File: src/rss_pkg.sv
//==============================================================
// rail strobe slot configuration constants
package rss_pkg;
	//==========================================================
	// register map
	localparam logic [7:0] ADDR_BACKUP = 8'h24;
	localparam logic [7:0] ADDR_SWREG  = 8'h25;
	localparam logic [7:0] ADDR_GPO    = 8'h26;
	localparam logic [7:0] RST_BACKUP  = 8'h00;
	localparam logic [7:0] RST_SWREG   = 8'h73;
	localparam logic [7:0] RST_GPO     = 8'h03;
	localparam logic [7:0] MASK_BACKUP = 8'h33;
	//==========================================================
	// strobe numbering
	localparam logic [3:0] STROBE_FIRST  = 4'h1;
	localparam logic [3:0] STROBE_SEALED = 4'h3;
	localparam logic [3:0] STROBE_LAST   = 4'ha;
	localparam logic [3:0] BK_CODE_LO    = 4'h1;
	localparam logic [3:0] BK_CODE_HI    = 4'h2;
	localparam logic [3:0] WIDE_CODE_LO  = 4'h3;
	localparam logic [3:0] WIDE_CODE_HI  = 4'ha;
	//==========================================================
	// rail indices
	localparam int RAILS     = 6;
	localparam int RAIL_BK_A = 0;
	localparam int RAIL_BK_B = 1;
	localparam int RAIL_SW   = 2;
	localparam int RAIL_LDO  = 3;
	localparam int RAIL_GP_A = 4;
	localparam int RAIL_GP_C = 5;
	//==========================================================
	// strobe dwell time
	localparam int CLK_MHZ       = 100;
	localparam int STROBE_GAP_NS = 100;
	localparam int STROBE_GAP_CYC = (STROBE_GAP_NS * CLK_MHZ + 999) / 1000;
	//==========================================================
	// types
	typedef struct packed {
		logic       wr;
		logic       rd;
		logic [7:0] addr;
		logic [7:0] wdata;
	} rss_req_t;
	typedef enum logic [1:0] {
		ST_IDLE = 2'b01,
		ST_RUN  = 2'b10
	} rss_state_t;
endpackage : rss_pkg

File: src/rss_top.sv
//==============================================================
// Function
// RULE1 - the second backup converter slot lives in bits 5:4 of the backup slot register, read/write.
// RULE2 - the first backup converter slot lives in bits 1:0 of the backup slot register, read/write.
// RULE3 - a backup slot code of 1 enables at strobe 1, 2 at strobe 2, and 0 or 3 leaves the rail alone.
// RULE4 - strobes 1 and 2 run only while the freshness seal flag is 0, otherwise they are skipped.
// RULE5 - once the seal is broken the sequencer never turns off either backup converter.
// RULE6 - a 4-bit slot code 3h..Ah enables at strobes 3..10, any other code leaves the rail alone.
// RULE7 - the switch/regulator register holds switch slot in 7:4 and regulator slot in 3:0, reset 0x73.
// RULE8 - the general output register holds output c slot in 7:4 and output a slot in 3:0, reset 0x03.
// RULE9 - the backup register resets to 0x00 and its bits 7:6 and 3:2 always read zero.
// RULE10 - a write lands only after a valid unlock, and each unlock admits one write.
// RULE11 - power-up steps through strobes in ascending order enabling each rail named by the strobe.
`timescale 1ns/1ps
`default_nettype none
module rss_top #(
	parameter int GAP_CYC = rss_pkg::STROBE_GAP_CYC
) (
	// clock and reset
	input  wire logic              sys_clk,
	input  wire logic              resetn,
	// register access
	input  wire rss_pkg::rss_req_t req,
	input  wire logic              unlock_ok,
	output logic [7:0]             rdata_ff,
	output logic                   unlocked_ff,
	// sequencer control
	input  wire logic              freshness_seal_flag,
	input  wire logic              seq_start,
	input  wire logic              seq_off,
	output logic                   busy,
	output logic [3:0]             strobe_ff,
	output logic [5:0]             rail_en_ff
);
	//==========================================================
	// register file
	logic [7:0] backup_ff;
	logic [7:0] swreg_ff;
	logic [7:0] gpo_ff;
	wire        wr_ok   = req.wr & unlocked_ff;
	wire        wr_bk   = wr_ok & (req.addr == rss_pkg::ADDR_BACKUP);
	wire        wr_sw   = wr_ok & (req.addr == rss_pkg::ADDR_SWREG);
	wire        wr_gp   = wr_ok & (req.addr == rss_pkg::ADDR_GPO);
	wire [7:0]  rd_mux  = (req.addr == rss_pkg::ADDR_BACKUP) ? backup_ff :
		(req.addr == rss_pkg::ADDR_SWREG) ? swreg_ff :
		(req.addr == rss_pkg::ADDR_GPO) ? gpo_ff : 8'h00;
	wire        nxt_unlocked = unlock_ok | (unlocked_ff & ~req.wr);

	always_ff @(posedge sys_clk or negedge resetn) begin
		if (!resetn) begin
			backup_ff   <= rss_pkg::RST_BACKUP; // RULE9
			swreg_ff    <= rss_pkg::RST_SWREG; // RULE7
			gpo_ff      <= rss_pkg::RST_GPO; // RULE8
			unlocked_ff <= 1'b0;
			rdata_ff    <= 8'h00;
		end else begin
			if (wr_bk) begin
				backup_ff <= req.wdata & rss_pkg::MASK_BACKUP; // RULE1 RULE2 RULE9
			end
			if (wr_sw) begin
				swreg_ff <= req.wdata; // RULE7
			end
			if (wr_gp) begin
				gpo_ff <= req.wdata; // RULE8
			end
			unlocked_ff <= nxt_unlocked; // RULE10
			if (req.rd) begin
				rdata_ff <= rd_mux;
			end
		end
	end

	//==========================================================
	// slot decode per rail
	wire [3:0] slot [rss_pkg::RAILS];
	wire [5:0] hit;
	assign slot[rss_pkg::RAIL_BK_A] = {2'b00, backup_ff[1:0]};
	assign slot[rss_pkg::RAIL_BK_B] = {2'b00, backup_ff[5:4]};
	assign slot[rss_pkg::RAIL_SW]   = swreg_ff[7:4];
	assign slot[rss_pkg::RAIL_LDO]  = swreg_ff[3:0];
	assign slot[rss_pkg::RAIL_GP_A] = gpo_ff[3:0];
	assign slot[rss_pkg::RAIL_GP_C] = gpo_ff[7:4];

	genvar gi;
	generate
		for (gi = 0; gi < rss_pkg::RAILS; gi++) begin : g_rail
			localparam logic [3:0] LO = (gi < 2) ? rss_pkg::BK_CODE_LO :
				rss_pkg::WIDE_CODE_LO;
			localparam logic [3:0] HI = (gi < 2) ? rss_pkg::BK_CODE_HI :
				rss_pkg::WIDE_CODE_HI;
			assign hit[gi] = (slot[gi] >= LO) && (slot[gi] <= HI) &&
				(slot[gi] == strobe_ff); // RULE3 RULE6
		end
	endgenerate

	//==========================================================
	// strobe sequencer
	rss_pkg::rss_state_t state_ff;
	rss_pkg::rss_state_t nxt_state;
	logic [15:0] dwell_ff;
	logic [3:0]  nxt_strobe;
	logic [15:0] nxt_dwell;
	logic [5:0]  nxt_rail;
	wire         step_end = (dwell_ff == 16'h0000);
	wire         last     = (strobe_ff == rss_pkg::STROBE_LAST);
	wire [3:0]   start_strobe = freshness_seal_flag ?
		rss_pkg::STROBE_SEALED : rss_pkg::STROBE_FIRST; // RULE4
	wire [5:0]   keep_mask = freshness_seal_flag ? 6'h03 : 6'h00; // RULE5
	assign busy = (state_ff == rss_pkg::ST_RUN);

	always_comb begin
		nxt_state  = state_ff;
		nxt_strobe = strobe_ff;
		nxt_dwell  = dwell_ff;
		nxt_rail   = rail_en_ff;
		case (state_ff)
			rss_pkg::ST_IDLE: begin
				if (seq_start) begin
					nxt_state  = rss_pkg::ST_RUN;
					nxt_strobe = start_strobe; // RULE4
					nxt_dwell  = 16'(GAP_CYC - 1);
				end else if (seq_off) begin
					nxt_rail = rail_en_ff & keep_mask; // RULE5
				end
			end
			rss_pkg::ST_RUN: begin
				nxt_rail = rail_en_ff | hit; // RULE11
				if (!step_end) begin
					nxt_dwell = dwell_ff - 16'h0001;
				end else if (last) begin
					nxt_state  = rss_pkg::ST_IDLE;
					nxt_strobe = 4'h0;
				end else begin
					nxt_strobe = strobe_ff + 4'h1; // RULE11
					nxt_dwell  = 16'(GAP_CYC - 1);
				end
			end
			default: begin
				nxt_state = rss_pkg::ST_IDLE;
			end
		endcase
	end

	always_ff @(posedge sys_clk or negedge resetn) begin
		if (!resetn) begin
			state_ff   <= rss_pkg::ST_IDLE;
			strobe_ff  <= 4'h0;
			dwell_ff   <= 16'h0000;
			rail_en_ff <= 6'h00;
		end else begin
			state_ff   <= nxt_state;
			strobe_ff  <= nxt_strobe;
			dwell_ff   <= nxt_dwell;
			rail_en_ff <= nxt_rail;
		end
	end
endmodule : rss_top
`default_nettype wire

File: config.mk
export PLATFORM = sky130hd
export DESIGN_NAME = rss_top
export DESIGN_NICKNAME = d
export VERILOG_FILES = /design/src/rss_pkg.sv /design/src/rss_top.sv
export SDC_FILE = /design/constraint.sdc
export NUM_CORES = 1
export LEC_CHECK = 0
export BUFFER_PORTS_ARGS = -buffer_cell sky130_fd_sc_hd__buf_2
export CORE_ASPECT_RATIO = 1.1
export CORE_UTILIZATION = 55
export CTS_CLUSTER_SIZE = 40
export DETAILED_ROUTE_END_ITERATION = 10
export PLACE_DENSITY = 0.83
export SETUP_SLACK_MARGIN = 0.4
export SLEW_MARGIN = 10
export SYNTH_ARGS = -nofsm -noshare
export SYNTH_HDL_FRONTEND = slang
export SYNTH_SLANG_ARGS = --single-unit
File: constraint.sdc
create_clock -name sys_clk -period 5.75 [get_ports sys_clk]
set_clock_uncertainty 0.2 [all_clocks]
set_input_delay 0.8625 -clock sys_clk [delete_from_list [all_inputs] [get_ports sys_clk]]
set_output_delay 0.8625 -clock sys_clk [all_outputs]
set_load 0.05 [all_outputs]
== Yosys cells after proc, flatten, opt, wreduce, memory -nomap -nowiden ==
Index checks and enable logic that the tools add are counted.
W data, S select, Z words.

* Memories: 0
* RAM bits: 0
* Input bits: 24
* Output and inout port bits: 20
* Logic and storage cells: 88
* Bits in latches: 0
* Bits in read-only memories: 0
* Register bits after elaboration: 57

* Shifts and indexed selects: 0
* $lt $le $gt $ge: 12
* Reductions and logical operators: 18
* Bitwise gates (word level): 9
* Multiplexer cells: 20
* Div/mod/pow operators: 0
* Eq/ne operators: 18
* $mul: 0
* Add/sub/neg operators: 2

{| class="wikitable"
|+ Operators by type and width
! kind !! number
|-
| $mux W16 || 3
|-
| $pmux W16 S2 || 1
|-
| $eq A8 B6 Y1 const B || 3
|-
| $mux W8 || 3
|-
| $eq A4 B4 Y1 || 4
|-
| $ge A4 B2 Y1 const B || 4
|-
| $le A4 B4 Y1 const B || 4
|-
| $logic_not A16 Y1 || 1
|-
| $sub A16 B1 Y16 const B || 1
|-
| $logic_and A1 B1 Y1 || 12
|-
| $mux W4 || 3
|-
| $mux W6 || 2
|-
| $pmux W6 S2 || 1
|-
| $reduce_and A3 Y1 || 4
|-
| $mux W2 || 5
|-
| $eq A2 B4 Y1 || 2
|-
| $pmux W4 S2 || 1
|-
| $and A6 B2 Y6 || 1
|-
| $ne A2 B2 Y1 const B || 3
|-
| $or A6 B6 Y6 || 1
|-
| $and A1 B1 Y1 || 5
|-
| $add A4 B1 Y4 const B || 1
|-
| $eq A4 B4 Y1 const B || 1
|-
| $ge A2 B1 Y1 const B || 2
|-
| 9 further kinds || 11
|}

== Logic depth before layout (Yosys ltp) ==
* Depth after elaboration: 5
* Depth in mapped cells: 8
* Gate-level depth less buffers: 6

== Worst setup path before layout ==
No wires, ideal clock.

* Path kind: in2reg
* Start point: in req[15] in the netlist's numbering
* End point: reg gpo_ff[2]
* Path buffers: 1
* Setup slack: 3.065 ns
* Library setup time: 0.125 ns
* Data arrival time: 2.360 ns
* Stages: 5
* Data required time: 5.425 ns
* Path through: or4b_4 > nor3b_4 > and4_1 > buf_4 > mux2_2

* Cells in the longest elaborated chain, start to end: 2

{| class="wikitable"
|+ RTL lines
! what !! RTL line !! RTL
|-
| from (decl) || rss_top.sv:23 || <nowiki>input wire rss_pkg::rss_req_t req,</nowiki>
|-
| $eq A8 B6 Y1 || rss_top.sv:43 || <nowiki>wire wr_gp = wr_ok & (req.addr == rss_pkg::ADDR_GPO);</nowiki>
|-
| $and A1 B1 Y1 || rss_top.sv:43 ||
|-
| to (signal assigned) || rss_top.sv:53 || <nowiki>gpo_ff <= rss_pkg::RST_GPO;</nowiki>
|-
| to (signal assigned) || rss_top.sv:64 || <nowiki>gpo_ff <= req.wdata;</nowiki>
|-
| to (decl) || rss_top.sv:39 || <nowiki>logic [7:0] gpo_ff;</nowiki>
|}

Every way passes these cells.
A chain may end at the register's enable or synchronous reset.

== Worst setup path after layout ==
* Start point: reg dwell_ff[0]
* End point: reg dwell_ff[7]

* Cells in the longest elaborated chain, start to end: 3
* Elaborated cells between the ends (all ways): 6
* Classes of those cells: add/sub (1); eq/ne (1); mux (2); reduce/logical (2)

{| class="wikitable"
|+ RTL lines
! what !! RTL line !! RTL
|-
| from (decl) || rss_top.sv:100 || <nowiki>logic [15:0] dwell_ff;</nowiki>
|-
| from (signal assigned) || rss_top.sv:153 || <nowiki>dwell_ff <= nxt_dwell;</nowiki>
|-
| $sub A16 B1 Y16 / $logic_not A16 Y1 (equally long branches) || rss_top.sv:129, rss_top.sv:104 ||
|-
| $mux W16 / $ne A3 B3 Y1 (equally long branches) || -- ||
|-
| $pmux W16 S2 / $reduce_and A3 Y1 (equally long branches) || -- ||
|}

Parallel ways exist; a longest one is shown, timed or not.

==> results.ini <==
[synth]
synthArstFlopShare_pct = 100
synth_top_family_by_area = simple AND/OR/NAND/NOR gates
postSynthAreaPerCell_um2 = 9.67
ys_seq_elements = 57
synth-xor-area-share_pct = 2.63
synth_fa_ha_area_share_pct = 1.13
syn_area_um2 = 3330
synth_seq_area_share_pct = 43.2
yosys_warnings = 0
yosysUniqueCellTypes = 61
synth-compound-area-share_pct = 18.2
muxShareOfSynthArea_pct = 9.21
synthFlopType = dfrtp_1
synthSimpleGateAreaFrac_pct = 20.2
synth_fp_nets = 371
syn_inst = 344
synth_edf_count = 0

[routing]
wl_per_cell_um = 17.3
ant_nets = 0
drc = 0
wl_um = 7960
num_vias = 2934
dr.pass1.iters = 5
vias_per_cell = 6.36
initialDrtViolationCount = 276

[cells_and_area]
fin_nets = 406
fillers = 473
n_antenna_cell = 0
fin_area_um2 = 3790
final_cell_mix = dfrtp_1 (49), buf_2 (43), nor2_1 (23), inv_1 (22), mux2_2 (21)
area_growth_pct = 14.0
mostFrequentLayoutCell = dfrtp_1
stdcell_count = 461
drive_above_1_share_pct = 26.3

[global_routing]
track_usage_pct = 26.5
globalRoute.totalOverflow = 0
grt_pass1_vias = 2761
grt_pass1_wl_um = 13300
antenna_found_initial = 0
grt_max_degree = 58

[worst_setup_path]
startpoint_type = flip-flop
end_kind = flip-flop
crit_fanout = 11
critPathKind = flip-flop to flip-flop
rr_startpoint = dwell_ff[0]$_DFFE_PN0P_
cp.required_ns = 5.72
ff2ff_path_depth = 6
arrival_ns = 2.85
rr_endpoint = dwell_ff[7]$_DFFE_PN0P_
reg2reg_slack_ns = 2.87

[sta]
post-route-period-util_pct = 50.0
setup_tns_ns = 0
rsz0062_at_grt = false
hold_viol_final = 0
fin_ws_ns = 2.87
min_period_ns = 2.88
drv_slew = 0
max_slew_margin_pct = 39.9
fmax_mhz = 348
tightest_slew_ns = 0.893
setup_violations = 0

[floorplan]
core_area_um2 = 5810
placementRows = 29
die_height_um = 83.6
initial_core_util_pct = 57.3
fp.dieW_um = 76.2
ios = 44
die-area_um2 = 6370

[clock_tree]
htreeDepth = 3
hold_buffers = 0
clkTransAtPathRegs_ns = 0.07
cts_tree = done
clk_path_buf_depth = 2
cts-root-buf = clkbuf_8
clock_latency_ns = 0.34
post_cts_resized = 0
cts.sinks = 57
cts_buffers = 9
cts_setup_buffers = 0

[power_and_ir_drop]
ir_worst_vdd_v = 0.000251
p_seq_share_pct = 36.6
p_leak_nw = 1.65
p_total_mw = 1.28
swShare_pct = 35.6
intPower_uw = 822
p_sw_uw = 455
combinationalPowerShare_pct = 27.6
clockPowerShare_pct = 35.8
cellPowerDensity_nw_per_um2 = 337

[placement]
gp_congestion = 0.833
hpwl_um = 5470
dp_cells = 445
dpl_cell_area_um2 = 3550
io_buffers = 43
dp_slack_ns = 2.71

[hold_path]
holdPathEnd = rdata_ff[2]$_DFFE_PN0P_
hold_depth = 2
min_path_type = flip-flop to flip-flop
hp-start = rdata_ff[2]$_DFFE_PN0P_

[status]
outcome = finished clean

[run]
cap_violations = 0

==> flip-flops by register name, indices dropped and copies added, names as in the netlist <==
register / cells
gpo_ff: 8
rdata_ff: 8
dwell_ff: 16
strobe_ff: 4
state_ff: 2
swreg_ff: 8
backup_ff: 4
unlocked_ff: 1
rail_en_ff: 6
==> per-stage QoR <==
stage	utilization, %	hold slack (ns)
global placement	61.2	0.300
finish	65.4	0.318
floorplan	-	0.316
global route	65.4	0.354
CTS	65.4	0.323
detailed placement	61.2	0.307
==> power by group through the flow <==
| stage | Clock [mW] | Sequential [mW] | Combinational (mW) |
|---|---|---|---|
| finish | 0.458 | 0.467 | 0.352 |
| global route | 0.479 | 0.470 | 0.390 |
| CTS | 0.463 | 0.465 | 0.347 |
| detailed placement | 0 | 0.472 | 0.346 |
| global placement | 0 | 0.471 | 0.340 |
| floorplan | 0 | 0.468 | 0.255 |
==> final cells by class <==
type	count	area [um^2]	area share, %
Sequential cell	57	1440	37.9
Timing Repair Buffer	44	223	5.87
Multi-Input combinational cell	244	1710	45.1
Tap cell	77	96.3	2.54
Inverter	23	86.3	2.27
Clock buffer	9	124	3.26
Clock inverter	7	119	3.13
==> how the worst max path moves through the flow <==
stage                                 start                      end
global route        dwell_ff[0]$_DFFE_PN0P_  dwell_ff[7]$_DFFE_PN0P_
floorplan                           req[15]    gpo_ff[2]$_DFFE_PN0P_
finish              dwell_ff[0]$_DFFE_PN0P_  dwell_ff[7]$_DFFE_PN0P_
detailed placement                  req[15]    gpo_ff[4]$_DFFE_PN0P_
CTS                 state_ff[0]$_DFFE_PN1P_                     busy
global placement                    req[15]    gpo_ff[2]$_DFFE_PN0P_
==> layer usage <==
| metal | share of wire (%) | vias to the layer above | GRT usage, % |
|---|---|---|---|
| met5 | 0 | - | 0 |
| met4 | 2.3 | 0 | 12.6 |
| met3 | 5.2 | 16 | 3.72 |
| met2 | 51 | 135 | 45.2 |
| met1 | 41 | 1424 | 33.2 |
| li1 | - | 1359 | - |
==> worst max-delay path, stage by stage (launching register included) <==
cell      delay (ns)
dfrtp_1         0.40
inv_1           0.07
ha_1            0.21
nor3b_1         0.40
nand4_1         0.47
a221oi_1        0.76
o22ai_1         0.19
==> Yosys cell counts, types with 3 or more instances <==
master	count	area share, %
and4_1	4	1.1
o31ai_1	9	2.0
nor3_1	6	0.90
or3_1	3	0.56
xnor2_1	4	1.1
a21oi_1	11	1.7
nand4_1	10	1.9
a22oi_1	3	0.68
a22o_1	4	1.1
or2_2	3	0.56
nand3b_1	3	0.68
or4_1	4	0.90
o211ai_1	4	0.90
nor2b_1	7	1.3
nor2_1	23	2.6
o21ai_0	20	3.0
nor4bb_1	3	0.90
a31o_2	3	0.79
a31oi_1	9	1.7
nand2_1	13	1.5
clkbuf_1	13	1.5
o22ai_1	10	1.9
mux2i_1	7	2.1
nand2b_1	6	1.1
nor4_1	3	0.56
nand3_1	12	1.8
dfrtp_1	49	37
dfstp_2	8	6.3
buf_2	4	0.60
ha_1	3	1.1
xor2_1	6	1.6
inv_1	22	2.5
mux2_2	21	7.1
==> logic make-up after synthesis <==
group,Yosys count
flops,57
fa+ha+maj,3
mux,28
simple gates,113
buf+inv,43
compound gates,90
xor+xnor,10
(Power assumes the default switching activity.)
